### src/nsr_pkg.sv
// package for the legacy system control ports block
// assumes a 100 MHz aclk and an AXI4-Lite register bus
package nsr_pkg;
    // printed port offsets are not all multiples of four: keep as indices
    localparam logic [7:0] IDX_NMI_STATUS_CTRL = 8'h61;
    localparam logic [7:0] IDX_NMI_MASK_INDEX = 8'h70;
    localparam logic [7:0] IDX_FAST_RESET_A20 = 8'h92;
    localparam logic [7:0] IDX_CHIPSEL_B_CFG = 8'hA0;
    // register bus byte address width
    localparam int ADDR_W = 12;
    localparam logic [7:0] STATUS_CTRL_RESET = 8'h00;
    localparam logic [7:0] MASK_INDEX_RESET = 8'h80;
    localparam logic [7:0] FAST_RESET_RESET = 8'h24;
    localparam logic [7:0] CHIPSEL_B_RESET = 8'h00;
    localparam int BIT_SERR_STAT = 7;
    localparam int BIT_IOCHK_STAT = 6;
    localparam int BIT_TMR_OUT = 5;
    localparam int BIT_REFRESH_TGL = 4;
    localparam int BIT_IOCHK_DIS = 3;
    localparam int BIT_SERR_DIS = 2;
    localparam int BIT_SPK_DATA = 1;
    localparam int BIT_TMR_GATE = 0;
    localparam int BIT_NMI_MASK = 7;
    localparam int BIT_A20 = 1;
    localparam int BIT_FAST_RST = 0;
    localparam int BIT_P92_EN = 6;
    localparam logic [7:0] FAST_RESET_FIXED = 8'h24;
    // alternate reset pulse: four bus clocks of a 33 MHz bus
    localparam int SYSCLK_PERIOD_NS = 30;
    localparam int ALTERNATE_CPU_RESET_N_SYSCLKS = 4;
    localparam int CLK_PERIOD_NS = 10;
    localparam int ALTERNATE_CPU_RESET_N_CYCLES =
        (ALTERNATE_CPU_RESET_N_SYSCLKS * SYSCLK_PERIOD_NS + CLK_PERIOD_NS - 1)
        / CLK_PERIOD_NS;
    localparam logic [1:0] RESP_OKAY = 2'b00;
    localparam logic [1:0] RESP_SLVERR = 2'b10;

    // forwarded expansion-bus copy of a mask/index port access
    typedef struct packed {
        logic wr;
        logic rd;
        logic [6:0] index;
        logic mask;
    } nsr_fwd_s;
endpackage

### src/nsr_pulse.sv
// one-shot low pulse generator for the alternate cpu reset
// assumes trig is a one-cycle pulse in the aclk domain
`timescale 1ns/1ps
`default_nettype none
module nsr_pulse #(
    parameter int CYCLES = 12
) (
    input wire logic aclk,
    input wire logic aresetn,
    input wire logic trig,
    output logic pulse_n
);
    logic [7:0] cnt_r;

    always_ff @(posedge aclk) begin
        if (!aresetn) begin
            cnt_r <= 8'h00;
            pulse_n <= 1'b1;
        end else if (trig) begin
            cnt_r <= 8'(CYCLES - 1);
            pulse_n <= 1'b0;
        end else if (cnt_r != 8'h00) begin
            cnt_r <= cnt_r - 8'h01;
        end else begin
            pulse_n <= 1'b1;
        end
    end

    // counts the low cycles so the length check needs no long repetition
    logic [7:0] low_cnt_r;

    always_ff @(posedge aclk) begin
        if (!aresetn) begin
            low_cnt_r <= 8'h00;
        end else if (!pulse_n) begin
            low_cnt_r <= low_cnt_r + 8'h01;
        end else begin
            low_cnt_r <= 8'h00;
        end
    end

    // a reset in mid-pulse cuts it short, so the edge after reset is skipped
    a_pulse_len: assert property (
        @(posedge aclk) disable iff (!aresetn)
        $rose(pulse_n) && $past(aresetn) |-> low_cnt_r == 8'(CYCLES))
        else $error("alternate reset pulse length wrong");
    a_pulse_bound: assert property (
        @(posedge aclk) disable iff (!aresetn)
        !pulse_n |-> low_cnt_r < 8'(CYCLES))
        else $error("alternate reset pulse too long");
endmodule
`default_nettype wire

### src/nsr_top.sv
// nmi status/speaker, nmi mask/clock index and fast-reset/a20 ports
// assumes an AXI4-Lite master, synchronous event inputs and one aclk
//
// Register access over AXI4-Lite was chosen for this implementation.
`timescale 1ns/1ps
`default_nettype none
module nsr_top #(
    parameter int RST_CYCLES = nsr_pkg::ALTERNATE_CPU_RESET_N_CYCLES
) (
    input wire logic aclk,
    input wire logic aresetn,
    input wire logic [11:0] s_axi_awaddr,
    input wire logic s_axi_awvalid,
    output logic s_axi_awready,
    input wire logic [31:0] s_axi_wdata,
    input wire logic [3:0] s_axi_wstrb,
    input wire logic s_axi_wvalid,
    output logic s_axi_wready,
    output logic [1:0] s_axi_bresp,
    output logic s_axi_bvalid,
    input wire logic s_axi_bready,
    input wire logic [11:0] s_axi_araddr,
    input wire logic s_axi_arvalid,
    output logic s_axi_arready,
    output logic [31:0] s_axi_rdata,
    output logic [1:0] s_axi_rresp,
    output logic s_axi_rvalid,
    input wire logic s_axi_rready,
    input wire logic serr_pulse,
    input wire logic iochk_n,
    input wire logic refresh_done,
    input wire logic timer_out,
    output logic timer_gate,
    output logic speaker_tone_out,
    output logic nmi_req,
    output logic alternate_addr_line20_gate,
    output logic alternate_cpu_reset_n,
    output nsr_pkg::nsr_fwd_s fwd_r
);
    logic [7:0] ctrl_r;
    logic serr_stat_r;
    logic iochk_stat_r;
    logic refresh_tgl_r;
    logic [7:0] mask_index_r;
    logic a20_r;
    logic fast_rst_r;
    logic [7:0] csel_b_r;
    logic [11:0] awaddr_r;
    logic aw_held_r;
    logic [31:0] wdata_r;
    logic [3:0] wstrb_r;
    logic w_held_r;
    logic wr_fire;
    logic [9:0] wr_idx;
    logic wr_ok;
    logic [7:0] wbyte;
    logic rst_trig;
    logic rst_pulse_n;

    function automatic logic [9:0] word_idx(input logic [11:0] a);
        return a[11:2];
    endfunction

    function automatic logic hit(input logic [9:0] idx,
                                 input logic [7:0] reg_idx);
        return idx == {2'b00, reg_idx};
    endfunction

    // write channel: address and data may arrive in either order
    assign wr_fire = aw_held_r && w_held_r && !s_axi_bvalid;
    assign wr_idx = word_idx(awaddr_r);
    assign wbyte = wdata_r[7:0];
    assign wr_ok = wr_fire && wstrb_r[0];

    always_ff @(posedge aclk) begin
        if (!aresetn) begin
            aw_held_r <= 1'b0;
            awaddr_r <= 12'h000;
            s_axi_awready <= 1'b0;
        end else if (s_axi_awvalid && s_axi_awready) begin
            aw_held_r <= 1'b1;
            awaddr_r <= s_axi_awaddr;
            s_axi_awready <= 1'b0;
        end else if (wr_fire) begin
            aw_held_r <= 1'b0;
        end else begin
            s_axi_awready <= !aw_held_r && !s_axi_bvalid;
        end
    end

    always_ff @(posedge aclk) begin
        if (!aresetn) begin
            w_held_r <= 1'b0;
            wdata_r <= 32'h0000_0000;
            wstrb_r <= 4'h0;
            s_axi_wready <= 1'b0;
        end else if (s_axi_wvalid && s_axi_wready) begin
            w_held_r <= 1'b1;
            wdata_r <= s_axi_wdata;
            wstrb_r <= s_axi_wstrb;
            s_axi_wready <= 1'b0;
        end else if (wr_fire) begin
            w_held_r <= 1'b0;
        end else begin
            s_axi_wready <= !w_held_r && !s_axi_bvalid;
        end
    end

    always_ff @(posedge aclk) begin
        if (!aresetn) begin
            s_axi_bvalid <= 1'b0;
            s_axi_bresp <= nsr_pkg::RESP_OKAY;
        end else if (wr_fire) begin
            s_axi_bvalid <= 1'b1;
            if (hit(wr_idx, nsr_pkg::IDX_NMI_STATUS_CTRL) ||
                hit(wr_idx, nsr_pkg::IDX_NMI_MASK_INDEX) ||
                hit(wr_idx, nsr_pkg::IDX_CHIPSEL_B_CFG) ||
                (hit(wr_idx, nsr_pkg::IDX_FAST_RESET_A20) &&
                 csel_b_r[nsr_pkg::BIT_P92_EN])) begin
                s_axi_bresp <= nsr_pkg::RESP_OKAY;
            end else begin
                s_axi_bresp <= nsr_pkg::RESP_SLVERR;
            end
        end else if (s_axi_bready) begin
            s_axi_bvalid <= 1'b0;
        end
    end

    // control bits 3:0; upper bits written are ignored
    always_ff @(posedge aclk) begin
        if (!aresetn) begin
            ctrl_r <= nsr_pkg::STATUS_CTRL_RESET;
        end else if (wr_ok && hit(wr_idx, nsr_pkg::IDX_NMI_STATUS_CTRL)) begin
            ctrl_r <= {4'h0, wbyte[3:0]};
        end
    end

    // status latches: a disable of one clears and blocks; a set arriving
    // while enabled wins over nothing else, so no event is lost
    always_ff @(posedge aclk) begin
        if (!aresetn) begin
            serr_stat_r <= 1'b0;
        end else if (ctrl_r[nsr_pkg::BIT_SERR_DIS]) begin
            serr_stat_r <= 1'b0;
        end else if (serr_pulse) begin
            serr_stat_r <= 1'b1;
        end
    end

    always_ff @(posedge aclk) begin
        if (!aresetn) begin
            iochk_stat_r <= 1'b0;
        end else if (ctrl_r[nsr_pkg::BIT_IOCHK_DIS]) begin
            iochk_stat_r <= 1'b0;
        end else if (!iochk_n) begin
            iochk_stat_r <= 1'b1;
        end
    end

    always_ff @(posedge aclk) begin
        if (!aresetn) begin
            refresh_tgl_r <= 1'b0;
        end else if (refresh_done) begin
            refresh_tgl_r <= !refresh_tgl_r;
        end
    end

    always_ff @(posedge aclk) begin
        if (!aresetn) begin
            mask_index_r <= nsr_pkg::MASK_INDEX_RESET;
        end else if (wr_ok && hit(wr_idx, nsr_pkg::IDX_NMI_MASK_INDEX)) begin
            mask_index_r <= wbyte;
        end
    end

    always_ff @(posedge aclk) begin
        if (!aresetn) begin
            csel_b_r <= nsr_pkg::CHIPSEL_B_RESET;
        end else if (wr_ok && hit(wr_idx, nsr_pkg::IDX_CHIPSEL_B_CFG)) begin
            csel_b_r <= wbyte;
        end
    end

    // reset pulse fires only on a zero-to-one change of the stored bit
    always_ff @(posedge aclk) begin
        if (!aresetn) begin
            a20_r <= nsr_pkg::FAST_RESET_RESET[nsr_pkg::BIT_A20];
            fast_rst_r <= 1'b0;
            rst_trig <= 1'b0;
        end else if (wr_ok && hit(wr_idx, nsr_pkg::IDX_FAST_RESET_A20) &&
                     csel_b_r[nsr_pkg::BIT_P92_EN]) begin
            a20_r <= wbyte[nsr_pkg::BIT_A20];
            fast_rst_r <= wbyte[nsr_pkg::BIT_FAST_RST];
            rst_trig <= wbyte[nsr_pkg::BIT_FAST_RST] && !fast_rst_r;
        end else begin
            rst_trig <= 1'b0;
        end
    end

    nsr_pulse #(
        .CYCLES(RST_CYCLES)
    ) u_pulse (
        .aclk(aclk),
        .aresetn(aresetn),
        .trig(rst_trig),
        .pulse_n(rst_pulse_n)
    );

    // forwarded copy of mask/index accesses for the clock component
    always_ff @(posedge aclk) begin
        if (!aresetn) begin
            fwd_r <= '0;
        end else begin
            fwd_r.wr <= wr_ok && hit(wr_idx, nsr_pkg::IDX_NMI_MASK_INDEX);
            fwd_r.rd <= s_axi_arvalid && s_axi_arready &&
                hit(word_idx(s_axi_araddr), nsr_pkg::IDX_NMI_MASK_INDEX);
            fwd_r.index <= wbyte[6:0];
            fwd_r.mask <= wbyte[nsr_pkg::BIT_NMI_MASK];
        end
    end

    always_ff @(posedge aclk) begin
        if (!aresetn) begin
            timer_gate <= 1'b0;
            speaker_tone_out <= 1'b0;
            nmi_req <= 1'b0;
            alternate_addr_line20_gate <= 1'b0;
            alternate_cpu_reset_n <= 1'b1;
        end else begin
            timer_gate <= ctrl_r[nsr_pkg::BIT_TMR_GATE];
            speaker_tone_out <= ctrl_r[nsr_pkg::BIT_SPK_DATA] &&
                timer_out;
            nmi_req <= (serr_stat_r || iochk_stat_r) &&
                !mask_index_r[nsr_pkg::BIT_NMI_MASK];
            alternate_addr_line20_gate <= a20_r;
            alternate_cpu_reset_n <= rst_pulse_n;
        end
    end

    // read channel; mask/index is write-only and reads as zero
    always_ff @(posedge aclk) begin
        if (!aresetn) begin
            s_axi_arready <= 1'b0;
            s_axi_rvalid <= 1'b0;
            s_axi_rdata <= 32'h0000_0000;
            s_axi_rresp <= nsr_pkg::RESP_OKAY;
        end else if (s_axi_arvalid && s_axi_arready) begin
            s_axi_arready <= 1'b0;
            s_axi_rvalid <= 1'b1;
            s_axi_rresp <= nsr_pkg::RESP_OKAY;
            s_axi_rdata <= 32'h0000_0000;
            if (hit(word_idx(s_axi_araddr), nsr_pkg::IDX_NMI_STATUS_CTRL)) begin
                s_axi_rdata[7:0] <= {serr_stat_r, iochk_stat_r, timer_out,
                    refresh_tgl_r, ctrl_r[3:0]};
            end else if (hit(word_idx(s_axi_araddr),
                             nsr_pkg::IDX_CHIPSEL_B_CFG)) begin
                s_axi_rdata[7:0] <= csel_b_r;
            end else if (hit(word_idx(s_axi_araddr),
                             nsr_pkg::IDX_FAST_RESET_A20) &&
                         csel_b_r[nsr_pkg::BIT_P92_EN]) begin
                s_axi_rdata[7:0] <= nsr_pkg::FAST_RESET_FIXED |
                    {6'h00, a20_r, fast_rst_r};
            end else if (!hit(word_idx(s_axi_araddr),
                              nsr_pkg::IDX_NMI_MASK_INDEX)) begin
                s_axi_rresp <= nsr_pkg::RESP_SLVERR;
            end
        end else if (s_axi_rvalid && s_axi_rready) begin
            s_axi_rvalid <= 1'b0;
        end else begin
            s_axi_arready <= !s_axi_rvalid;
        end
    end

    a_nmi_gate: assert property (
        @(posedge aclk) disable iff (!aresetn)
        mask_index_r[nsr_pkg::BIT_NMI_MASK] |=> !nmi_req)
        else $error("nmi raised while masked");
    a_serr_latch: assert property (
        @(posedge aclk) disable iff (!aresetn)
        serr_pulse && !ctrl_r[nsr_pkg::BIT_SERR_DIS] |=> serr_stat_r)
        else $error("system error not latched");
    a_iochk_latch: assert property (
        @(posedge aclk) disable iff (!aresetn)
        !iochk_n && !ctrl_r[nsr_pkg::BIT_IOCHK_DIS] |=> iochk_stat_r)
        else $error("channel check not latched");
    a_serr_clear: assert property (
        @(posedge aclk) disable iff (!aresetn)
        ctrl_r[nsr_pkg::BIT_SERR_DIS] |=> !serr_stat_r)
        else $error("system error not cleared");
    a_iochk_clear: assert property (
        @(posedge aclk) disable iff (!aresetn)
        ctrl_r[nsr_pkg::BIT_IOCHK_DIS] |=> !iochk_stat_r)
        else $error("channel check not cleared");
    a_nmi_raise: assert property (
        @(posedge aclk) disable iff (!aresetn)
        (serr_stat_r || iochk_stat_r) &&
        !mask_index_r[nsr_pkg::BIT_NMI_MASK] |=> nmi_req)
        else $error("nmi not raised");
    a_speaker_low: assert property (
        @(posedge aclk) disable iff (!aresetn)
        !ctrl_r[nsr_pkg::BIT_SPK_DATA] |=> !speaker_tone_out)
        else $error("speaker not held low");
    a_speaker_follow: assert property (
        @(posedge aclk) disable iff (!aresetn)
        ctrl_r[nsr_pkg::BIT_SPK_DATA] |=>
        speaker_tone_out == $past(timer_out))
        else $error("speaker does not follow timer");
    a_gate_follow: assert property (
        @(posedge aclk) disable iff (!aresetn)
        ##1 timer_gate == $past(ctrl_r[nsr_pkg::BIT_TMR_GATE]))
        else $error("timer gate mismatch");
    a_refresh_tgl: assert property (
        @(posedge aclk) disable iff (!aresetn)
        refresh_done |=> refresh_tgl_r != $past(refresh_tgl_r))
        else $error("refresh toggle did not invert");
    a_a20_follow: assert property (
        @(posedge aclk) disable iff (!aresetn)
        ##1 alternate_addr_line20_gate == $past(a20_r))
        else $error("a20 gate mismatch");
    a_no_repulse: assert property (
        @(posedge aclk) disable iff (!aresetn)
        rst_trig |-> !$past(fast_rst_r))
        else $error("reset pulse without zero write");
    a_fwd_mask: assert property (
        @(posedge aclk) disable iff (!aresetn)
        fwd_r.wr |-> {fwd_r.mask, fwd_r.index} == mask_index_r)
        else $error("forwarded mask and index differ from stored");

    c_serr_nmi: cover property (@(posedge aclk) disable iff (!aresetn)
        serr_pulse ##2 nmi_req);
    c_fast_reset: cover property (@(posedge aclk) disable iff (!aresetn)
        $fell(alternate_cpu_reset_n));
    c_mask_write: cover property (@(posedge aclk) disable iff (!aresetn)
        fwd_r.wr);
    c_iochk_nmi: cover property (@(posedge aclk) disable iff (!aresetn)
        !iochk_n ##2 nmi_req);
endmodule
`default_nettype wire

### config.mk
export PLATFORM = sky130hd
export DESIGN_NAME = nsr_top
export DESIGN_NICKNAME = d
export VERILOG_FILES = /design/src/nsr_pkg.sv /design/src/nsr_pulse.sv /design/src/nsr_top.sv
export SDC_FILE = /design/constraint.sdc
export NUM_CORES = 1
export LEC_CHECK = 0
export BUFFER_PORTS_ARGS = -buffer_cell sky130_fd_sc_hd__buf_2
export CORE_ASPECT_RATIO = 0.9
export CORE_MARGIN = 2
export CORE_UTILIZATION = 35
export CTS_CLUSTER_DIAMETER = 40
export CTS_CLUSTER_SIZE = 20
export DETAILED_ROUTE_END_ITERATION = 8
export GPL_ROUTABILITY_DRIVEN = 0
export GPL_TIMING_DRIVEN = 0
export PLACE_DENSITY_LB_ADDON = 0.15
export SKIP_LAST_GASP = 1
export SLEW_MARGIN = 20
export SYNTH_ARGS = -nofsm -noshare
export SYNTH_HDL_FRONTEND = slang
export SYNTH_SLANG_ARGS = --single-unit
### constraint.sdc
create_clock -name aclk -period 3.26 [get_ports aclk]
set_clock_uncertainty 0.2 [all_clocks]
set_input_delay 0.326 -clock aclk [delete_from_list [all_inputs] [get_ports aclk]]
set_output_delay 0.326 -clock aclk [all_outputs]
set_load 0.01 [all_outputs]
==> impl.org, run 1 <==
** Synthesis
- Register bit count reported by yosys :: 79
- Mapped Cells :: 363
- Most used DFF post-synth :: dfxtp_1
- Netlist area before placement :: 3310 sq um
- Avg Cell Area, Syn :: 9.11 sq um
- In this run, distinct cell masters in the synthesized netlist total 50.
- Synthesis warning total :: 0
- Async SR Flop Fraction :: 0%
- Sequential element share of the synthesized area :: 47.8%
- Counting flops with a built-in enable in the synthesized netlist gives 0.

** CTS
- TritonCTS clock tree :: done
- Clock Pin Slew Worst Setup and Hold Paths :: 0.08 ns
- Max clock buf depth :: 2
- The clock drives 79 sinks.
- The tree is rooted in a clkbuf_8.
- Hold repair after CTS inserted 0 buffers.
- The number of clock buffers added by TritonCTS is 9.
- After clock tree synthesis, the setup repair step added 0 buffers.
- Maximum level of the CTS H-tree :: 3
- Once the clock tree was built, the resizer swapped 0 gates to a different size.
- Worst skew pair latency :: 0.34 ns

** STA
- Highest attainable clock frequency :: 514 MHz
- The final number of hold-violating endpoints is 0.
- The final critical path takes up 59.7% of the cycle.
- Fin worst setup slack :: 1.31 ns
- Shortest period the worst path allows :: 1.95 ns
- Setup violations remaining at the end of the flow were counted as 0.
- Setup_tns :: 0 ns
- Setup repair after global routing left no endpoint under its margin.
- For the pin with the worst max-slew slack, the measured transition is 0.696 ns.
- Worst slew slack as a fraction of its limit :: 53.5%
- The final max-slew violation count is 0.

** Outcome
- The run finished with clean final reports.

** Critical path
- Launching element type of the critical path :: flip-flop
- In this run the critical register-to-register path is captured at u_pulse.cnt_r[3].
- Setup slack, reg-to-reg :: 1.31 ns
- Start-to-end type of the worst setup path :: reg -> reg
- Of all nets on the critical path, the largest fanout is 4.
- Worst endpoint required time :: 3.30 ns
- Counting cells, the worst reg-to-reg path comes to 6.
- For the worst setup path, the data arrival time is 1.99 ns.
- The startpoint identified for the worst register-to-register timing path is u_pulse.cnt_r[0].
- The worst setup path is captured at a flip-flop.

** GRT
- The first global-routing pass estimated 12300 um of wire.
- Global routing used 15.6% of the available tracks across all layers.
- Global routing finished with a remaining overflow of 0.
- The initial antenna violation count is 0.
- The number of global-route vias before repair was 2533.
- Largest net degree at the start of global routing :: 13

** Final layout
- After routing the design area is 4130 sq um.
- In the final layout, the share of cells above drive strength 1 is 25.2%.
- Relative to the synthesized area, the layout overhead comes to 25.0%.
- Leaving out filler cells and counting taps, the final layout contains 594.
- Cells fill 45.1% of the core in the end.
- The library cell used most frequently in the layout, excluding fill and tap cells, is dfxtp_1.
- Most used cells in the layout excluding fill and tap cells :: dfxtp_1 (79), buf_2 (70), nand2_1 (68), buf_4 (26), conb_1 (26)
- Inserted Diodes :: 0
- Layout net count :: 540

** Floorplan
- The die is 96.2 um tall.
- Die Width :: 106 um
- The floorplan has 33 rows.
- IO Count :: 127
- Once the floorplan was initialized, standard cells occupied 36.1% of the core.
- Die Footprint :: 10200 sq um
- The core region is 9170 sq um.

** Placed design
- The HPWL after detailed placement is 5790 um.
- Cell area after placement :: 3890 sq um
- Worst slack, placed :: 1.12 ns
- Once placement completed, the tool counted placed cells totaling 578.
- During placement, the flow inserted port buffers numbering 68.

** Power and ir drop
- Dividing total power by cell area gives a power density of 494 nW/um^2.
- The analysis attributes to cell leakage a power of 0.00190 uW.
- Worst IR drop on VDD :: 0.186 mV

** Routing
- Before antenna repair, the detailed router went through 4 iterations.
- Routed length per placed instance :: 13.0 um
- The final route contains 2732 vias.
- Average vias per placed instance :: 4.60
- After detailed routing, the number of remaining DRC violations is 0.
- For this block, the initial DRC count from the detailed router was 114.
- DRT antenna net count :: 0
- Total wire length :: 7720 um

** Hold path
- Counting instances, the worst hold path has a depth of 3.
- The worst hold path belongs to the class in -> reg.
- WHS Endpoint :: awaddr_r[5]
- In this run the most critical hold path is launched from s_axi_awaddr[5].

** Run
- The tool flagged a number of max-cap violations equal to 0.
report_power, final:
part,total (uW),internal (uW),switching [uW]
combinational,168,76.7,90.8
sequential,1010,990,21.3
clock,863,531,332
worst max path at each step:
stage / start / endpoint / slack (ns)
6_report: u_pulse.cnt_r[0] / u_pulse.cnt_r[3] / 1.31
5_1_grt: u_pulse.cnt_r[0] / u_pulse.cnt_r[3] / 1.18
4_1_cts: u_pulse.cnt_r[0] / u_pulse.cnt_r[3] / 1.29
3_5_place_dp: aresetn / u_pulse.pulse_n / 1.12
3_3_place_gp: aresetn / fwd_r[9] / 1.09
2_1_floorplan: awaddr_r[10] / a20_r / 1.43
cell families after synthesis:
| logic type | synth area share (%) |
|---|---|
| DFF | 47.8 |
| AOI/OAI and AO/OA | 13.1 |
| buffers and inverters | 8.85 |
| muxes | 2.46 |
| adders and majority gates | 0.757 |
| other | 0.113 |
| and+or+nand+nor | 24.8 |
| xor gates and xnor gates | 2.12 |
per-stage QoR:
step	hold slack (ns)	total power [uW]
after floorplan	0.197	1140
after global placement	0.231	1200
after detailed placement	0.239	1200
after CTS	0.00592	2070
after global routing	0.00971	2130
final	0.0231	2040
sequential cells by signal, summed over array words and instances (netlist names), 4 cells and up:
register,flops
awaddr_r,10
csel_b_r,8
ctrl_r,4
fwd_r,10
s_axi_rdata,8
u_pulse.cnt_r,8
wdata_r,8
routing by layer:
metal | GRT usage (%) | up-vias | share of wire, %
met1 | 19.4 | 1246 | 47
met4 | 4.87 | 0 | 1.3
met3 | 4.74 | 9 | 6.3
met2 | 26.3 | 82 | 45
li1 | - | 1395 | -
met5 | 0 | - | 0
synth_stat cells, types with 4 or more instances:
cell | instances | area [sq um]
a211oi_1 | 4 | 30.0
o31ai_1 | 4 | 30.0
a21boi_0 | 23 | 173
nand2_1 | 68 | 255
clkbuf_1 | 10 | 37.5
nor2_1 | 14 | 52.6
nand3_1 | 11 | 55.1
nor2b_1 | 6 | 37.5
dfxtp_1 | 79 | 1580
o21ai_0 | 9 | 45.0
o21ai_1 | 8 | 40.0
a22oi_1 | 4 | 30.0
and2_1 | 5 | 31.3
xor2_1 | 5 | 43.8
nand3b_1 | 5 | 37.5
a21oi_1 | 4 | 20.0
inv_1 | 12 | 45.0
mux2i_1 | 7 | 70.1
nor3b_1 | 9 | 67.6
buf_4 | 26 | 195
critical path, cell delays in order (launching register included):
cell and delay (ns):
dfxtp_1 0.39, inv_1 0.10, ha_1 0.20, nor3b_1 0.16, a2111oi_0 0.49, xor2_1 0.12, o21a_1 0.18
cell type report:
cell class                      count  area (sq um)
Multi-Input combinational cell    258          1530
Sequential cell                    79          1580
Inverter                           12          45.0
Clock buffer                       13           149
Buffer                             39           248
Clock inverter                      3          90.1
Fill cell                         941          5030
Timing Repair Buffer               68           340
Tap cell                          122           153
Note: power is estimated with default switching activity, not from simulation.
==> run 2: changes to the inputs <==
ABC_AREA = 1   (was unset)
clock period = 1.8 ns   (was 3.26 ns; I/O delays follow)
==> run 2 against run 1 <==
Critical path depth did not move; non-clock buffer count rose by 26; worst hold slack got worse by 0.011 ns; cell count rose by 20%; design area rose by 8.9%; sequential share of layout area fell by 3.1 points; critical endpoint is now s_axi_arready; largest cell class unchanged.
==> impl.org, run 2 <==
** Outcome
- Run status :: complete, no violations

** Final layout
- The largest registers in the layout are awaddr_r (10), fwd_r (10).
- Most used cells in the layout excluding fill and tap cells :: nand2_1 (83), dfxtp_1 (79), buf_2 (70), nor2_1 (69), nand3_1 (41)
- The net count of the finished layout is 657.
- Most common cell after layout, fill and taps aside :: nand2_1
- The multi-input combinational cells in the finished layout cover a total of 1500 sq um.
- Inserted Diodes :: 0
- Registers take 1580 sq um.
- Final Non-Filler Cells :: 715
- Layout filler cell count :: 989
- Compared with the post-synthesis result, the final layout area differs by 32.3%.
- Ratio of cells with drive above 1 in the final layout :: 23.9%

** Placed design
- HPWL reported at the end of detailed placement :: 5860 um
- The number of placed instances, taps included, is 671.
- Port buffer count :: 69

** Floorplan
- Pin placement for this block handled 127 I/O pins.
- Die extent in y :: 97.5 um
- The floorplan step defined a die boundary enclosing 10500 sq um.
- The floorplan has 34 rows.
- Once the floorplan was initialized, standard cells occupied 35.5% of the core.
- Die Width :: 108 um
- In this run the standard cell core region covers 9570 sq um.

** Synthesis
- Mapped Cells :: 451
- The cell area that synthesis handed to floorplanning was 3400 sq um.
- The most used flip-flop cell after synthesis is dfxtp_1.
- Yosys mapped a number of flops with a built-in enable equal to 0.
- After synthesis, the mean cell area works out to 7.54 sq um.
- Sequential element share of the synthesized area :: 46.5%
- Largest cells by area after synthesis :: dfxtp_1 (46%), nand2_1 (9.2%), nor2_1 (7.6%), nand3_1 (6.0%), buf_4 (6.0%)
- Async SR Flop Fraction :: 0%
- Most frequent cell after synthesis :: nand2_1
- Most frequent cells after synthesis :: nand2_1 (83), dfxtp_1 (79), nor2_1 (69)
- Register bit count reported by yosys :: 79
- Largest area contributor in the netlist :: dfxtp_1
- Share of the synthesized area in the top cell type :: 46.5%
- The synthesized netlist contains 33 unique library cells.
- Synthesis warning total :: 0

** CTS
- The clock net in this run drives a total of 79 sinks.
- Root buffer selected by CTS :: clkbuf_8
- Clock Pin Slew Worst Setup and Hold Paths :: 0.08 ns
- Cts bufs inserted :: 9
- Maximum level of the CTS H-tree :: 3
- Clock latency on the worst-skew pair, taken at its later pin, is 0.34 ns.
- TritonCTS clock tree :: done
- Counting along the longest clock path gives a buffer depth of 2.

** GRT
- The initial antenna violation count is 0.
- Entering global routing, the biggest net connects 14 pins.
- Global routing consumed, over all layers together, 15.2% of the routing resources.
- The number of global-route vias before repair is 2862.
- For this run, global-route usage on met2 was measured as 25.4%.
- Fraction of met3 tracks used by global routing :: 5.30%
- Global routing consumed, on the met1 layer, 19.2% of the routing resources.
- The first global-routing pass estimated 12800 um of wire.
- GRT busiest layer :: met2
- Global route total overflow :: 0

** Critical path
- CP Buf/Inv Count :: 4
- Of all nets on the critical path, the largest fanout is 4.
- Family of cells with the greatest summed delay on the critical path :: buffers and inverters
- Arrival time at the worst endpoint :: 1.75 ns
- Setup slack, reg-to-reg :: 0.20 ns
- The most numerous cell type found on the critical path is dlygate4sd3_1.
- Cell chain of the critical path :: dlygate4sd3_1 > buf_2 > nand2_1 > inv_1 > a211oi_1 > dlygate4sd3_1
- The slowest stage of the critical path is the dlygate4sd3_1 cell.
- Launching element type of the critical path :: input port
- The largest single stage delay on the critical path is 0.57 ns.
- Data on the critical path is required at its endpoint by 1.89 ns.
- End of the worst register-to-register path :: csel_b_r[7]
- Start-to-end type of the worst setup path :: in -> reg
- Kind of end point of the critical path :: flip-flop
- Number of cells traversed by the worst register-to-register path :: 7
- The worst register-to-register path begins at awaddr_r[9].

** STA
- RSZ-0062 raised after global routing :: false
- Worst slew slack as a fraction of its limit :: 59.8%
- Number of pins exceeding their max-slew limit in the final report :: 0
- For the pin with the worst max-slew slack, the measured transition is 0.600 ns.
- Final setup vio count :: 0
- After routing, the total negative slack on setup checks comes to 0 ns.
- Of the available clock period, the critical path in the final layout requires 92.3%.
- The final number of hold-violating endpoints was 0.
- Highest attainable clock frequency :: 602 MHz
- Shortest period the worst path allows :: 1.66 ns

** Power and ir drop
- Net switching is 28.4% of the power.
- In this run, the combinational gates consume 20.8% of the power.
- Internal power comes to 3110 uW.
- Net switching power of the design :: 1240 uW
- For this design the static power due to leakage is 0.00222 uW.
- In this run, the clock network consumes 33.2% of the power.
- The worst-case IR drop observed on VDD is 0.426 mV.
- Sequential cells burn 46.1% of the power.
- For this design the ratio of total power to cell area is 967 nW/um^2.

** Routing
- Average vias per placed instance :: 4.36
- Total wire length :: 7720 um
- Number of vias after detailed routing :: 3114
- Iter 0 DRT Violations :: 107
- Routed length per placed instance :: 10.8 um
- Detailed-router iteration count before antenna repair :: 4
- For this run, design rule violations remaining after detail routing come to 0.
- DRT antenna net count :: 0

** Hold path
- Counting instances, the worst hold path has a depth of 3.
- Hold path startpoint :: aresetn
- The tightest min-delay check is of the in -> reg type.
- WHS Endpoint :: fwd_r[8]

** Run
- Across the run, the number of max-cap violations was 0.
run 2: changes by cell type in the layout (fill, tap and decap cells not counted), sizes merged, moves of 10 or more:
cell | before | now
nor2 | 15 | 79
inv | 12 | 45
nand3 | 11 | 42
dlygate4sd3 | 0 | 28
a21boi | 24 | 0
a21oi | 4 | 28
nand2 | 68 | 88
nor3b | 10 | 0
run 2: worst max-delay path by stage:
stage	cells after the start	start	endpoint
after global placement	7	awaddr_r[9]	csel_b_r[7]
after global routing	6	s_axi_arvalid	s_axi_arready
after detailed placement	7	awaddr_r[9]	csel_b_r[7]
after CTS	6	s_axi_arvalid	s_axi_arready
after floorplan	8	u_pulse.cnt_r[0]	u_pulse.cnt_r[7]
final	6	s_axi_arvalid	s_axi_arready
run 2: repair_timing:
action	4_1_cts	5_1_grt
resized for setup	0	0
endpoints found under the hold margin	27	0
hold buffers	28	0
buffers inserted	0	0
run 2: power by group through the flow:
stage	sequential [uW]	clock, uW	combinational (uW)
3_3_place_gp	2040	0	847
3_5_place_dp	2040	0	860
4_1_cts	2000	1490	911
2_1_floorplan	2030	0	678
6_report	2010	1440	903
5_1_grt	2020	1570	1050
run 2: logic make-up (layout without fill, tap and decap cells):
| group | count (synthesis) | in the layout | synth area share [%] |
|---|---|---|---|
| buffers and inverters | 81 | 194 | 12.2 |
| other | 1 | 26 | 0.110 |
| xor gates and xnor gates | 5 | 5 | 1.29 |
| adders and majority gates | 2 | 2 | 0.735 |
| and+or+nand+nor | 224 | 224 | 30.0 |
| DFF | 79 | 79 | 46.5 |
| AOI/OAI and AO/OA | 59 | 59 | 9.16 |
run 2: worst reg2reg max path: cells and delay by family, from the launching register on:
kind | cells | cell delay [ns]
and+or+nand+nor | 5 | 0.82
AOI/OAI and AO/OA | 1 | 0.06
DFF | 1 | 0.34
buffers and inverters | 1 | 0.05
run 2: cell type report:
class / instances / share of cell area, %
plain buffers: 36 / 5.45
inverters: 45 / 3.75
well taps: 126 / 3.50
clock inverters: 5 / 1.81
repair buffers: 97 / 13.9
clock buffers: 11 / 3.14
flip-flops and latches: 79 / 35.1
multi-input cells: 316 / 33.3
run 2: stage by stage:
stage	hold slack (ns)	utilization, %	worst slack, ns	power, uW	instance area (sq um)
floorplan	0.0800	-	0.416	2710	3500
global placement	0.192	41.8	0.254	2890	4000
detailed placement	0.198	41.8	0.236	2900	4000
CTS	0.00113	47.0	0.157	4410	4500
global route	0.0241	47.0	0.0269	4640	4500
finish	0.0117	47.0	0.139	4350	4500
run 2: per-layer routing:
metal	vias to the layer above	routed length [um]
met5	-	0
met4	0	21
met3	2	395
met2	72	3650
met1	1391	3650
li1	1649	-
==> run 3: changes to the inputs <==
CORE_ASPECT_RATIO = 1.75   (was 0.9)
SLEW_MARGIN = unset   (was 20)
==> run 3 against run 2 <==
Register-to-register slack about the same; clock-buffer cell count unchanged; fmax increased by 2.9%; sequential share of layout area down 1.0 points; critical path depth grew 1; clock power rose by 54%; first-iteration DRC count rose by 21%; largest power group is now the clock network; die area up 0.28%; power grew 18%; worst setup slack better by 0.048 ns; combinational power grew 1%; core utilization rose by 2.0 points.
==> impl.org, run 3 (same netlist as run 2, synthesis figures left out) <==
** Outcome
- The run finished with clean final reports.

** Power and ir drop
- VDD sags by at most 0.765 mV.
- Internal power comes to 3830 uW.
- Sequential share of power :: 39.0%
- Leakage power :: 0.00229 uW
- Combinational share of power :: 17.7%
- Switching Fraction :: 25.5%
- Power per cell area :: 1110 nW/um^2
- Net switching power of the design :: 1310 uW
- The clock network is responsible for 43.2% of the overall power.

** CTS
- After clock tree synthesis, the clock-pin slew on the worst setup and hold paths is 0.06 ns.
- TritonCTS clock tree :: done
- Worst skew pair latency :: 0.33 ns
- No sink is reached through more buffers than the 2 on the longest clock path.
- Number of sinks handled by clock tree synthesis :: 79
- The clock tree synthesis step divided the H-tree into 3 levels.
- Root buffer selected by CTS :: clkbuf_16
- Cts bufs inserted :: 9
- The number of setup buffers added after CTS is 0.

** STA
- Setup repair after global routing left no endpoint under its margin.
- The final number of hold-violating endpoints was 0.
- Highest attainable clock frequency :: 620 MHz
- Worst slew slack as a fraction of its limit :: 60.3%
- Measured slew at the worst slew-check pin :: 0.593 ns
- Worst Hold Margin :: 0.0328 ns
- The clock period could shrink to 1.61 ns.
- Of the available clock period, the critical path in the final layout requires 89.6%.
- Final setup vio count :: 0
- Setup_tns :: 0 ns
- Number of pins exceeding their max-slew limit in the final report :: 0

** Critical path
- STA classifies the critical path endpoint as a flip-flop.
- The worst register-to-register path ends at csel_b_r[2].
- The worst register-to-register path has a depth of 7.
- Worst endpoint required time :: 1.79 ns
- Arrival time at the worst endpoint :: 1.60 ns
- Largest fanout on the critical path :: 10
- Worst reg2reg startpoint :: awaddr_r[9]
- Launching element type of the critical path :: flip-flop
- Across all register-to-register paths, the minimum setup slack is 0.19 ns.
- Start-to-end type of the worst setup path :: reg -> reg

** Routing
- Total wire length :: 8030 um
- Average vias per placed instance :: 4.42
- Before antenna repair, the detailed router went through 4 iterations.
- In this run, the number of DRC markers left after iteration 0 of detailed routing was 129.
- Number of vias after detailed routing :: 3135
- Number of remaining DRC errors :: 0
- DRT antenna net count :: 0
- Dividing the detail-routed wire length by the instance count gives 11.3 um.

** GRT
- The number of global-route vias before repair was 2974.
- Largest net degree at the start of global routing :: 14
- Antenna violations before repair :: 0
- Total Routing Usage GR :: 16.0%
- Wire length of the first global-routing pass :: 13300 um
- Global routing finished with a remaining overflow of 0.

** Floorplan
- The floorplan has 47 rows.
- Starting Density :: 35.9%
- From bottom edge to top edge, the die measures 134 um.
- IO Count :: 127
- Area of the placeable core :: 9470 sq um
- The die is 78.5 um wide.
- The die covers 10600 sq um.

** Final layout
- Layout net count :: 656
- Most used cells in the layout excluding fill and tap cells :: nand2_1 (83), dfxtp_1 (79), buf_2 (70), nor2_1 (68), nand3_1 (41)
- Layout filler cell count :: 971
- Largest registers in the final layout :: awaddr_r (10), fwd_r (10)
- Final core occ :: 49.0%
- From synthesis to final layout, the design area changed by 36.3%.
- Ratio of cells with drive above 1 in the final layout :: 24.1%
- In the final layout, flip-flops and latches occupy 1580 sq um.
- 0 antenna diodes ended up in the layout.
- In the final layout, the multi-input gates occupy 1500 sq um.
- Leaving out fill and tap cells, the most frequent cell in the layout is nand2_1.

** Run
- Max-cap violations in this run came to 0.

** Hold path
- Worst hold path stage count :: 4
- In this run the worst hold path is classified as in -> reg.
- WHS Endpoint :: fwd_r[8]
- The startpoint identified for the worst hold timing path is s_axi_araddr[9].

** Placed design
- Port buffer count :: 69
- HPWL reported at the end of detailed placement :: 6200 um
==> run 3: area by class of cell <==
| cell class | instances | area share, % |
|---|---|---|
| sequential | 79 | 34.1 |
| multi-input combinational | 316 | 32.4 |
| timing repair buffer | 96 | 13.3 |
| buffer | 36 | 5.29 |
| clock buffer | 11 | 5.23 |
| inverter | 45 | 3.64 |
| tap | 122 | 3.29 |
| clock inverter | 5 | 2.78 |
==> run 3: worst max path at each step <==
stage	slack [ns]	startpoint	cells past startpoint	to
2_1_floorplan	0.42	u_pulse.cnt_r[0]	8	u_pulse.cnt_r[7]
3_3_place_gp	0.26	awaddr_r[9]	7	csel_b_r[0]
3_5_place_dp	0.23	awaddr_r[9]	7	csel_b_r[2]
4_1_cts	0.18	awaddr_r[9]	7	csel_b_r[2]
5_1_grt	0.05	awaddr_r[9]	7	csel_b_r[2]
6_report	0.19	awaddr_r[9]	7	csel_b_r[2]
==> run 3: worst max-delay path: stages, from the launching register on <==
cell and delay [ns]:
dfxtp_1 0.33, inv_1 0.07, nor2_1 0.18, nand3_1 0.15
nor2_4 0.23, nand2_2 0.16, nand2_1 0.10, a21oi_1 0.06
==> run 3: layer usage <==
| metal | track usage (%) | vias up | part of all wire, % |
|---|---|---|---|
| met5 | 0 | - | 0 |
| met4 | 7.60 | 0 | 2.4 |
| met3 | 2.96 | 13 | 4.0 |
| met2 | 31.3 | 89 | 56 |
| met1 | 15.7 | 1382 | 38 |
| li1 | - | 1651 | - |
==> run 3: metrics by stage <==
stage | power (uW) | std cells | worst slack [ns] | instance area, sq um
after floorplan | 2710 | 476 | 0.416 | 3500
after global placement | 2900 | 667 | 0.258 | 3990
after detailed placement | 2920 | 667 | 0.229 | 3990
after CTS | 5200 | 710 | 0.184 | 4640
after global routing | 5420 | 710 | 0.0549 | 4640
final | 5140 | 710 | 0.186 | 4640
==> run 3: timing repair <==
item	in CTS	in global routing
endpoints found under the hold margin	27	0
resized for setup	0	1
hold buffers	27	0
endpoints found under the setup margin	0	1
==> run 3: power groups by stage <==
stage / Sequential (uW) / Clock, uW / Combinational, uW
floorplan: 2030 / 0 / 678
global placement: 2050 / 0 / 858
detailed placement: 2050 / 0 / 870
CTS: 2010 / 2270 / 920
finish: 2010 / 2220 / 912
global route: 2030 / 2340 / 1050
